$ cat config.mk
export PLATFORM = sky130hd
export DESIGN_NAME = oscillator_warmup_counter
export DESIGN_NICKNAME = d
export VERILOG_FILES = /design/src/hdl/warmup_pkg.sv /design/src/hdl/warmup_ctr_if.sv /design/src/hdl/warmup_counter_core.sv /design/src/hdl/oscillator_warmup_counter.sv
export SDC_FILE = /design/constraint.sdc
export NUM_CORES = 1
export LEC_CHECK = 0
export BUFFER_PORTS_ARGS = -buffer_cell sky130_fd_sc_hd__buf_2
export CORE_MARGIN = 2
export CORE_UTILIZATION = 58
export CTS_CLUSTER_DIAMETER = 30
export DETAILED_ROUTE_END_ITERATION = 12
export PLACE_DENSITY = 0.92
export SYNTH_ARGS = -nofsm -noshare
export SYNTH_HDL_FRONTEND = slang
export SYNTH_SLANG_ARGS = --single-unit
$ cat constraint.sdc
create_clock -name aclk -period 5.9 [get_ports aclk]
set_input_delay 1.18 -clock aclk [delete_from_list [all_inputs] [get_ports aclk]]
set_output_delay 1.18 -clock aclk [all_outputs]
set_load 0.05 [all_outputs]
$ cat src/hdl/warmup_pkg.sv
// Purpose: shared constants of the oscillator warm-up counter
// Assumes: 8-bit control/compare registers behind a 32-bit AXI4-Lite slave
// Notes: warm-up times count periods of the selected source clock
package warmup_pkg;
  // ==========================================================
  // widths
  localparam int unsigned CNT_W = 16;
  localparam int unsigned REG_W = 8;
  // ==========================================================
  // register byte offsets
  localparam logic [7:0] ADDR_LOWER_CTRL = 8'h00;
  localparam logic [7:0] ADDR_UPPER_CTRL = 8'h04;
  localparam logic [7:0] ADDR_CMP_LO = 8'h08;
  localparam logic [7:0] ADDR_CMP_HI = 8'h0c;
  localparam logic [7:0] ADDR_SYS_CTRL = 8'h10;
  localparam logic [7:0] ADDR_IRQ_STATUS = 8'h14;
  localparam logic [7:0] ADDR_IRQ_MASK = 8'h18;
  localparam logic [7:0] ADDR_COUNT = 8'h1c;
  // ==========================================================
  // counter control fields
  localparam int unsigned MODE_LSB = 0;
  localparam int unsigned MODE_W = 3;
  localparam int unsigned RUN_BIT = 3;
  localparam int unsigned SRC_LSB = 4;
  localparam int unsigned SRC_W = 3;
  localparam int unsigned TFF_BIT = 7;
  localparam logic [2:0] MODE_WARMUP = 3'h5;
  localparam logic [2:0] MODE_CASCADE16 = 3'h3;
  localparam logic [2:0] SRC_LOW_FREQ = 3'h4;
  localparam logic [2:0] SRC_HIGH_FREQ = 3'h6;
  localparam logic [7:0] UPPER_WARMUP_IDLE = 8'h05;
  localparam logic [7:0] LOWER_LF_CASCADE = 8'h43;
  localparam logic [7:0] LOWER_HF_CASCADE = 8'h63;
  // ==========================================================
  // system clock control fields and interrupt status bit
  localparam int unsigned SYS_SEL_BIT = 5;
  localparam int unsigned SYS_SLOW_BIT = 6;
  localparam int unsigned SYS_FAST_BIT = 7;
  localparam int unsigned STAT_MATCH_BIT = 0;
  // ==========================================================
  // reset values and the fixed low compare byte
  localparam logic [7:0] CTRL_RST = 8'h00;
  localparam logic [7:0] CMP_RST = 8'hff;
  localparam logic [7:0] SYS_CTRL_RST = 8'h80;
  localparam logic [7:0] LOW_BYTE_IGNORED = 8'h00;
  // ==========================================================
  // bus answers
  localparam logic [1:0] RESP_OKAY = 2'h0;
  localparam logic [1:0] RESP_SLVERR = 2'h2;
  // ==========================================================
  // warm-up figures: compare values in source periods, source clock rate and resulting warm-up times
  localparam logic [15:0] WARMUP_MIN_CMP = 16'h0100;
  localparam logic [15:0] WARMUP_MAX_CMP = 16'hff00;
  localparam int unsigned LF_CLOCK_HZ = 32768;
  localparam int unsigned LF_MIN_WARMUP_US = 7810;
  localparam int unsigned LF_MAX_WARMUP_MS = 1990;
  localparam int unsigned HF_MIN_WARMUP_US = 16;
  localparam int unsigned HF_MAX_WARMUP_US = 4080;
endpackage

$ cat src/hdl/warmup_ctr_if.sv
// Purpose: link between register front end and 16-bit warm-up counter
// Assumes: one clock domain
// Notes: tick is a one-cycle enable of the selected source clock
`timescale 1ns/10ps
interface warmup_ctr_if;
  logic run;
  logic en;
  logic tick;
  logic [7:0] cmp_hi;
  logic [15:0] count;
  logic match;
  modport ctrl (output run, en, tick, cmp_hi, input count, match);
  modport core (input run, en, tick, cmp_hi, output count, match);
endinterface

$ cat src/hdl/warmup_counter_core.sv
// Purpose: cascaded 16-bit up-counter with upper-byte compare
// Assumes: compare value kept steady while running
// Notes: match is a one-cycle pulse, counter cleared at the same edge
`timescale 1ns/10ps
module warmup_counter_core
  import warmup_pkg::*;
(
  // clock and reset
  input wire logic aclk,
  input wire logic aresetn,
  // control side
  warmup_ctr_if.core cif
);
  // ==========================================================
  // counter
  logic [CNT_W-1:0] count_q;
  logic match_q;
  logic [CNT_W-1:0] target;
  logic step;
  logic hit;

  // only the upper byte takes part in the compare
  assign target = {cif.cmp_hi, LOW_BYTE_IGNORED};
  assign step = cif.run & cif.en & cif.tick;
  assign hit = (CNT_W'(count_q + 1'b1) == target);

  always_ff @(posedge aclk) begin
    if (!aresetn) begin
      count_q <= '0;
    end else if (!cif.run) begin
      count_q <= '0;
    end else if (step) begin
      if (hit) begin
        count_q <= '0;
      end else begin
        count_q <= CNT_W'(count_q + 1'b1);
      end
    end
  end

  always_ff @(posedge aclk) begin
    if (!aresetn) begin
      match_q <= 1'b0;
    end else begin
      match_q <= step & hit;
    end
  end

  assign cif.count = count_q;
  assign cif.match = match_q;

  // ==========================================================
  // checks
  logic [CNT_W:0] since_q;
  logic [CNT_W:0] target_full;
  assign target_full = (cif.cmp_hi == LOW_BYTE_IGNORED) ?
                       {1'b1, {CNT_W{1'b0}}} : {1'b0, target};

  // source periods since start, independent of count_q
  always_ff @(posedge aclk) begin
    if (!aresetn || !cif.run) begin
      since_q <= '0;
    end else if (match_q) begin
      since_q <= (CNT_W+1)'(step);
    end else if (step) begin
      since_q <= (CNT_W+1)'(since_q + 1'b1);
    end
  end

  AST_HOLD_ZERO: assert property (@(posedge aclk) disable iff (!aresetn)
    !cif.run |=> (count_q == '0) && !match_q)
    else $error("counter not held at zero while stopped");
  AST_COUNT_UP: assert property (@(posedge aclk) disable iff (!aresetn)
    (step && !hit) |=> count_q == CNT_W'($past(count_q) + 1'b1))
    else $error("counter did not step by one");
  AST_HI_ONLY: assert property (@(posedge aclk) disable iff (!aresetn)
    match_q |-> $past(count_q[7:0]) == 8'hff &&
                CNT_W'($past(count_q) + 1'b1) == $past(target))
    else $error("match not at upper-byte compare");
  AST_MATCH_CLEAR: assert property (@(posedge aclk) disable iff (!aresetn)
    (step && hit) |=> match_q && (count_q == '0))
    else $error("match did not clear counter and pulse");
  AST_DURATION: assert property (@(posedge aclk) disable iff (!aresetn)
    match_q |-> since_q == target_full)
    else $error("warm-up length differs from compare setting");
  COV_MIN: cover property (@(posedge aclk) disable iff (!aresetn)
    step && hit && target == WARMUP_MIN_CMP);
  COV_MAX: cover property (@(posedge aclk) disable iff (!aresetn)
    step && hit && target == WARMUP_MAX_CMP);
endmodule

$ cat src/hdl/oscillator_warmup_counter.sv
// Purpose: warm-up counter mode of two cascaded 8-bit timers, AXI4-Lite
// Assumes: low/high_freq_tick are one-cycle enables synchronous to aclk
// Notes: the clock switch itself is done by software via system_clock_ctrl
`timescale 1ns/10ps
module oscillator_warmup_counter
  import warmup_pkg::*;
#(
  parameter int unsigned ADDR_W = 8
) (
  // clock and reset
  input wire logic aclk,
  input wire logic aresetn,
  // axi4-lite write address
  input wire logic [ADDR_W-1:0] awaddr,
  input wire logic [2:0] awprot,
  input wire logic awvalid,
  output logic awready,
  // axi4-lite write data
  input wire logic [31:0] wdata,
  input wire logic [3:0] wstrb,
  input wire logic wvalid,
  output logic wready,
  // axi4-lite write response
  output logic [1:0] bresp,
  output logic bvalid,
  input wire logic bready,
  // axi4-lite read address
  input wire logic [ADDR_W-1:0] araddr,
  input wire logic [2:0] arprot,
  input wire logic arvalid,
  output logic arready,
  // axi4-lite read data
  output logic [31:0] rdata,
  output logic [1:0] rresp,
  output logic rvalid,
  input wire logic rready,
  // source clock ticks
  input wire logic low_freq_tick,
  input wire logic high_freq_tick,
  // interrupt and oscillator control
  output logic upper_timer_irq,
  output logic sysclk_sel,
  output logic slow_osc_en,
  output logic fast_osc_en
);
  // ==========================================================
  // write channels
  logic awready_q;
  logic wready_q;
  logic bvalid_q;
  logic [1:0] bresp_q;
  logic aw_full_q;
  logic w_full_q;
  logic [7:0] waddr_q;
  logic [REG_W-1:0] wbyte_q;
  logic wlane_q;
  logic do_write;

  // both halves may arrive in either order; hold each until paired
  assign do_write = aw_full_q & w_full_q & ~bvalid_q;

  always_ff @(posedge aclk) begin
    if (!aresetn) begin
      awready_q <= 1'b1;
      aw_full_q <= 1'b0;
      waddr_q <= '0;
    end else if (awvalid && awready_q) begin
      awready_q <= 1'b0;
      aw_full_q <= 1'b1;
      waddr_q <= awaddr[7:0];
    end else if (bvalid_q && bready) begin
      awready_q <= 1'b1;
      aw_full_q <= 1'b0;
    end
  end

  always_ff @(posedge aclk) begin
    if (!aresetn) begin
      wready_q <= 1'b1;
      w_full_q <= 1'b0;
      wbyte_q <= '0;
      wlane_q <= 1'b0;
    end else if (wvalid && wready_q) begin
      wready_q <= 1'b0;
      w_full_q <= 1'b1;
      wbyte_q <= wdata[REG_W-1:0];
      wlane_q <= wstrb[0];
    end else if (bvalid_q && bready) begin
      wready_q <= 1'b1;
      w_full_q <= 1'b0;
    end
  end

  always_ff @(posedge aclk) begin
    if (!aresetn) begin
      bvalid_q <= 1'b0;
      bresp_q <= RESP_OKAY;
    end else if (do_write) begin
      bvalid_q <= 1'b1;
      bresp_q <= addr_known(waddr_q) ? RESP_OKAY : RESP_SLVERR;
    end else if (bvalid_q && bready) begin
      bvalid_q <= 1'b0;
    end
  end

  function automatic logic addr_known(input logic [7:0] a);
    case (a)
      ADDR_LOWER_CTRL, ADDR_UPPER_CTRL, ADDR_CMP_LO, ADDR_CMP_HI,
      ADDR_SYS_CTRL, ADDR_IRQ_STATUS, ADDR_IRQ_MASK, ADDR_COUNT: begin
        addr_known = 1'b1;
      end
      default: begin
        addr_known = 1'b0;
      end
    endcase
  endfunction

  // ==========================================================
  // registers
  logic [REG_W-1:0] lower_counter_ctrl_q;
  logic [REG_W-1:0] upper_counter_ctrl_q;
  logic [REG_W-1:0] warmup_compare_lo_q;
  logic [REG_W-1:0] warmup_compare_hi_q;
  logic [REG_W-1:0] system_clock_ctrl_q;
  logic irq_mask_q;
  logic match_status_q;
  logic upper_timer_irq_q;

  function automatic logic wr_hit(input logic [7:0] a,
                                  input logic [7:0] waddr,
                                  input logic go,
                                  input logic lane);
    wr_hit = go & lane & (waddr == a);
  endfunction

  // writes to run bit take effect on both counters at once
  always_ff @(posedge aclk) begin
    if (!aresetn) begin
      upper_counter_ctrl_q <= CTRL_RST;
    end else if (wr_hit(ADDR_UPPER_CTRL, waddr_q, do_write, wlane_q)) begin
      upper_counter_ctrl_q <= wbyte_q;
    end
  end

  always_ff @(posedge aclk) begin
    if (!aresetn) begin
      lower_counter_ctrl_q <= CTRL_RST;
    end else if (wr_hit(ADDR_LOWER_CTRL, waddr_q, do_write, wlane_q)) begin
      lower_counter_ctrl_q <= wbyte_q;
    end
  end

  // low byte is stored and read back but never compared
  always_ff @(posedge aclk) begin
    if (!aresetn) begin
      warmup_compare_lo_q <= CMP_RST;
      warmup_compare_hi_q <= CMP_RST;
    end else begin
      if (wr_hit(ADDR_CMP_LO, waddr_q, do_write, wlane_q)) begin
        warmup_compare_lo_q <= wbyte_q;
      end
      if (wr_hit(ADDR_CMP_HI, waddr_q, do_write, wlane_q)) begin
        warmup_compare_hi_q <= wbyte_q;
      end
    end
  end

  always_ff @(posedge aclk) begin
    if (!aresetn) begin
      system_clock_ctrl_q <= SYS_CTRL_RST;
    end else if (wr_hit(ADDR_SYS_CTRL, waddr_q, do_write, wlane_q)) begin
      system_clock_ctrl_q <= wbyte_q;
    end
  end

  // ==========================================================
  // counter control decode
  warmup_ctr_if cif ();
  logic [MODE_W-1:0] upper_mode;
  logic [MODE_W-1:0] lower_mode;
  logic [SRC_W-1:0] lower_src;

  assign upper_mode = upper_counter_ctrl_q[MODE_LSB +: MODE_W];
  assign lower_mode = lower_counter_ctrl_q[MODE_LSB +: MODE_W];
  assign lower_src = lower_counter_ctrl_q[SRC_LSB +: SRC_W];
  assign cif.run = upper_counter_ctrl_q[RUN_BIT];
  // other timer modes are not built: those settings leave it idle
  assign cif.en = (upper_mode == MODE_WARMUP) &&
                  (lower_mode == MODE_CASCADE16);
  assign cif.cmp_hi = warmup_compare_hi_q;
  assign cif.tick = (lower_src == SRC_LOW_FREQ) ? low_freq_tick :
                    (lower_src == SRC_HIGH_FREQ) ? high_freq_tick : 1'b0;

  warmup_counter_core u_core (
    .aclk(aclk),
    .aresetn(aresetn),
    .cif(cif.core)
  );

  // ==========================================================
  // interrupt: sticky status, write one to clear, set wins
  logic match_clr;
  assign match_clr = wr_hit(ADDR_IRQ_STATUS, waddr_q, do_write, wlane_q) &
                     wbyte_q[STAT_MATCH_BIT];

  always_ff @(posedge aclk) begin
    if (!aresetn) begin
      match_status_q <= 1'b0;
    end else begin
      match_status_q <= (match_status_q & ~match_clr) | cif.match;
    end
  end

  always_ff @(posedge aclk) begin
    if (!aresetn) begin
      irq_mask_q <= 1'b0;
    end else if (wr_hit(ADDR_IRQ_MASK, waddr_q, do_write, wlane_q)) begin
      irq_mask_q <= wbyte_q[STAT_MATCH_BIT];
    end
  end

  // registered for a clean output; one cycle behind status
  always_ff @(posedge aclk) begin
    if (!aresetn) begin
      upper_timer_irq_q <= 1'b0;
    end else begin
      upper_timer_irq_q <= match_status_q & irq_mask_q;
    end
  end

  // ==========================================================
  // read channel
  logic arready_q;
  logic rvalid_q;
  logic [31:0] rdata_q;
  logic [1:0] rresp_q;
  logic [31:0] rd_word;

  always_comb begin
    rd_word = '0;
    case (araddr[7:0])
      ADDR_LOWER_CTRL: rd_word[REG_W-1:0] = lower_counter_ctrl_q;
      ADDR_UPPER_CTRL: rd_word[REG_W-1:0] = upper_counter_ctrl_q;
      ADDR_CMP_LO: rd_word[REG_W-1:0] = warmup_compare_lo_q;
      ADDR_CMP_HI: rd_word[REG_W-1:0] = warmup_compare_hi_q;
      ADDR_SYS_CTRL: rd_word[REG_W-1:0] = system_clock_ctrl_q;
      ADDR_IRQ_STATUS: rd_word[STAT_MATCH_BIT] = match_status_q;
      ADDR_IRQ_MASK: rd_word[STAT_MATCH_BIT] = irq_mask_q;
      ADDR_COUNT: rd_word[CNT_W-1:0] = cif.count;
      default: rd_word = '0;
    endcase
  end

  always_ff @(posedge aclk) begin
    if (!aresetn) begin
      arready_q <= 1'b1;
      rvalid_q <= 1'b0;
      rdata_q <= '0;
      rresp_q <= RESP_OKAY;
    end else if (arvalid && arready_q) begin
      arready_q <= 1'b0;
      rvalid_q <= 1'b1;
      rdata_q <= rd_word;
      rresp_q <= addr_known(araddr[7:0]) ? RESP_OKAY : RESP_SLVERR;
    end else if (rvalid_q && rready) begin
      arready_q <= 1'b1;
      rvalid_q <= 1'b0;
    end
  end

  // ==========================================================
  // outputs
  assign awready = awready_q;
  assign wready = wready_q;
  assign bvalid = bvalid_q;
  assign bresp = bresp_q;
  assign arready = arready_q;
  assign rvalid = rvalid_q;
  assign rdata = rdata_q;
  assign rresp = rresp_q;
  assign upper_timer_irq = upper_timer_irq_q;
  assign sysclk_sel = system_clock_ctrl_q[SYS_SEL_BIT];
  assign slow_osc_en = system_clock_ctrl_q[SYS_SLOW_BIT];
  assign fast_osc_en = system_clock_ctrl_q[SYS_FAST_BIT];

  // ==========================================================
  // checks
  AST_MODE_DECODE: assert property (@(posedge aclk) disable iff (!aresetn)
    upper_counter_ctrl_q == UPPER_WARMUP_IDLE |->
      upper_mode == MODE_WARMUP && !cif.run &&
      !upper_counter_ctrl_q[TFF_BIT])
    else $error("upper control decode wrong");
  AST_SRC_SLOW: assert property (@(posedge aclk) disable iff (!aresetn)
    (lower_counter_ctrl_q == LOWER_LF_CASCADE &&
     upper_mode == MODE_WARMUP) |->
      cif.en && cif.tick == low_freq_tick && !cif.tick == !low_freq_tick)
    else $error("slow cascade not clocked by slow source");
  AST_SRC_FAST: assert property (@(posedge aclk) disable iff (!aresetn)
    (lower_counter_ctrl_q == LOWER_HF_CASCADE &&
     upper_mode == MODE_WARMUP) |-> cif.en && cif.tick == high_freq_tick)
    else $error("fast cascade not clocked by fast source");
  AST_SYS_BITS: assert property (@(posedge aclk) disable iff (!aresetn)
    wr_hit(ADDR_SYS_CTRL, waddr_q, do_write, wlane_q) |=>
      sysclk_sel == $past(wbyte_q[SYS_SEL_BIT]) &&
      slow_osc_en == $past(wbyte_q[SYS_SLOW_BIT]) &&
      fast_osc_en == $past(wbyte_q[SYS_FAST_BIT]))
    else $error("system clock control bits misplaced");
  AST_RUN_STOP: assert property (@(posedge aclk) disable iff (!aresetn)
    $fell(cif.run) |-> ##1 (cif.count == '0) [*2])
    else $error("stop did not clear both counters");
  AST_IRQ_PATH: assert property (@(posedge aclk) disable iff (!aresetn)
    (cif.match && irq_mask_q &&
     !wr_hit(ADDR_IRQ_MASK, waddr_q, do_write, wlane_q)) |=>
      ##1 upper_timer_irq)
    else $error("match did not raise interrupt");
  COV_SLOW_MATCH: cover property (@(posedge aclk) disable iff (!aresetn)
    cif.match && lower_src == SRC_LOW_FREQ);
  COV_FAST_MATCH: cover property (@(posedge aclk) disable iff (!aresetn)
    cif.match && lower_src == SRC_HIGH_FREQ);
  COV_CLEAR_RACE: cover property (@(posedge aclk) disable iff (!aresetn)
    cif.match && match_clr);
endmodule

==> results.toml <==
[outcome]
status = "completed"

[synth]
synth-seq-cells = 103
yosysWarnings = 0
ys.flop_type = "dfxtp_1"
synth_top_cell_by_area = "dfxtp_1"
synth_seq_area_share_pct = 42.79
syn_area_mm2 = 0.004818
synthCells = 559
synth_edf_count = 0
synth_cell_types = 59
async_flop_share_pct = 0
avgSynthCellArea_um2 = 8.620
yosys-top-cells-area = "dfxtp_1 (43%), mux2i_1 (8.5%), nand2_1 (7.3%), a21oi_1 (5.8%), nor2_1 (3.7%)"
yosys.area.top_type_share_pct = 42.79

[setup_path]
crit_path_start_kind = "primary input"
crit_path_max_fanout = 12
crit_required_ns = 6.21
worstSetupEndpointType = "flop"
crit_type = "in -> reg"
critPathArrivalTime_ns = 3.65

[die]
dieArea_mm2 = 0.009053
start_util_pct = 59.24
die_w_um = 95.15
io_pins = 112
rows = 33
design.core.area_mm2 = 0.008134
die_y_um = 95.15

[global_routing]
use_met3_pct = 5.929
antenna_found_initial = 0
grt_start_max_net_pins = 51
grt_util_all_layers_pct = 26.93
grt_overflow = 0
grt_pass1_wl_mm = 18.79
grt_busiest_layer = "met2"
met1_usage_pct = 34.81
gr-usage-met2_pct = 43.72
grt_pass1_vias = 3852

[route]
drtAntennaViolNets = 0
wirelength_mm = 11.58
drt-pass1-iter-count = 7
routedWlPerCell_um = 16.41
num_vias = 4226
drtIter0Drc = 430
vias_per_cell = 5.986
drc_errors = 0

[power_and_ir_drop]
seqPwrFrac_pct = 56.3
vdd_drop_max_uv = 231.8
switching_share_pct = 28.40
intPower_w = 0.0009230
p_sw_w = 0.0003661
power_density_mw_per_mm2 = 248.6
combinationalPowerShare_pct = 10.2
clkPwrFrac_pct = 33.5
leakagePower_nw = 2.104

[cts]
cts_made_buffers = 9
ctsResizeCount = 0
cts_tree = "yes"
clkSinkCount = 103
cts.clk_slew.worst_paths_ns = 0.09
cts_hold_buf = 0
cts_buffer_depth = 2
cts.htree.levels = 3
root_buffer = "clkbuf_8"
cts_post_setup_buffers_inserted = 0
clock_latency_ns = 0.38

[placement]
port_buffers = 60
dp_hpwl_mm = 8.282
dp_slack_ns = 2.214
gp_congestion = 0.9969

[timing]
fmax_ghz = 0.2995
maxSlewViolCount = 0
tns_ns = 0
tightest_slew_ns = 1.266
fin_ws_ns = 2.561
finalCritPeriodShare_pct = 56.59
hold_viol = 0
period_minus_slack_ns = 3.339
rsz0062_at_grt = "no"
max_slew_margin_pct = 15.35
fin_worst_skew_ns = 0.009736
final-setup-viol-count = 0

[job]
cap_violations = 0

[final_layout]
drive_above_1_share_pct = 15.64
diodes = 0
layout.nets = 664
area_growth_pct = 7.634

[hold_path]
hp-class = "reg -> reg"
==> power groups by stage <==
stage	clock, W	combinational [W]	sequential (W)
floorplan	0	0.0000889	0.000759
global placement	0	0.000127	0.000741
detailed placement	0	0.000130	0.000742
CTS	0.000433	0.000130	0.000726
global route	0.000461	0.000143	0.000728
finish	0.000432	0.000131	0.000726
==> final timing paths <==
kind | start | to | slack (ns) | cells after the start
min reg2reg | rdata[8] | rdata[8] | 0.46 | 2
max reg2reg | u_core.cif.count[0] | u_core.cif.match | 2.76 | 7
min | rdata[8] | rdata[8] | 0.46 | 2
max | high_freq_tick | u_core.cif.match | 2.56 | 6
==> registers in the layout (all words and copies together) (netlist names), named ones only <==
| signal | flops |
|---|---|
| w_full_q | 1 |
| rresp | 1 |
| irq_mask_q | 1 |
| rdata | 16 |
| u_core.cif.count | 16 |
| wready | 1 |
| system_clock_ctrl_q | 8 |
| cif.cmp_hi | 8 |
| wlane_q | 1 |
| u_core.cif.match | 1 |
| upper_timer_irq | 1 |
| bresp | 1 |
| wbyte_q | 8 |
| aw_full_q | 1 |
| arready | 1 |
| waddr_q | 8 |
| lower_counter_ctrl_q | 8 |
| upper_counter_ctrl_q | 8 |
| match_status_q | 1 |
| awready | 1 |
| warmup_compare_lo_q | 8 |
| bvalid | 1 |
| rvalid | 1 |
==> logic make-up after synthesis <==
family	synth area share, %
AO/OA/AOI/OAI	12.70
XOR/XNOR	4.726
adder cells (fa/ha/maj)	0.2596
buffers and inverters	7.349
flip-flops	42.79
multiplexers	8.985
other	0.07783
AND/OR/NAND/NOR	23.11
==> Yosys cell counts (all sizes together) (4+ instances only) <==
master and count:
nor2b 4, a21oi 56, buf 29, a222oi 5, o2bb2ai 6, nand3 18
dfxtp 103, o21ai 12, mux2i 41, nand4 12, and3 5, nor2 48
nor3 16, nand2 94, and2 7, a22oi 5, clkbuf 24, xor2 14
nor4 4, inv 5, xnor2 12, a31oi 4
==> critical path, stage by stage <==
cell and delay (ns):
buf_2 0.08, mux2i_1 0.11, nor4_4 0.68, nand4_1 0.20, nor4b_2 1.12, and2_2 0.29
==> metal layers <==
| layer | up-vias | wire [um] |
|---|---|---|
| met3 | 31 | 820 |
| li1 | 1987 | - |
| met2 | 195 | 5552 |
| met4 | 0 | 296 |
| met1 | 2013 | 4913 |
| met5 | - | 0 |
==> cells in the final DEF (no fill, tap or decap), types with 3 or more instances in the layout <==
cell type  count
conb_1        18
xnor2_1       12
a31oi_1        4
xor2_1        14
nand2b_1       3
nand2_1       94
a21oi_1       56
or3_1          3
clkbuf_8      11
inv_1          5
a22oi_1        5
nor3_1        11
mux2i_1       41
a222oi_1       5
and3_1         4
nor2_1        48
nand4_1       11
nand3_1       18
o2bb2ai_1      6
o21ai_0       12
nor2b_1        4
buf_2         60
and2_1         5
nor3_2         5
dfxtp_1      103
==> layout make-up <==
type / instances / area, um2
tap: 105 / 131.4
clock buffer: 11 / 151.4
sequential: 103 / 2062
timing repair buffer: 62 / 315.3
inverter: 5 / 18.77
multi-input combinational: 415 / 2466
fill: 641 / 2948
clock inverter: 5 / 41.29
==> metrics by stage <==
step | instance area [um2] | power, W | hold slack [ns] | utilization, % | instances
floorplan | 4882 | 0.0008476 | 0.4059 | - | 576
global placement | 4994 | 0.0008671 | 0.4159 | 61.39 | 690
detailed placement | 4994 | 0.0008715 | 0.4449 | 61.39 | 690
CTS | 5186 | 0.001290 | 0.4611 | 63.76 | 706
global route | 5186 | 0.001332 | 0.4717 | 63.76 | 706
finish | 5186 | 0.001289 | 0.4611 | 63.76 | 706
Power figures use the tool's default switching activity.
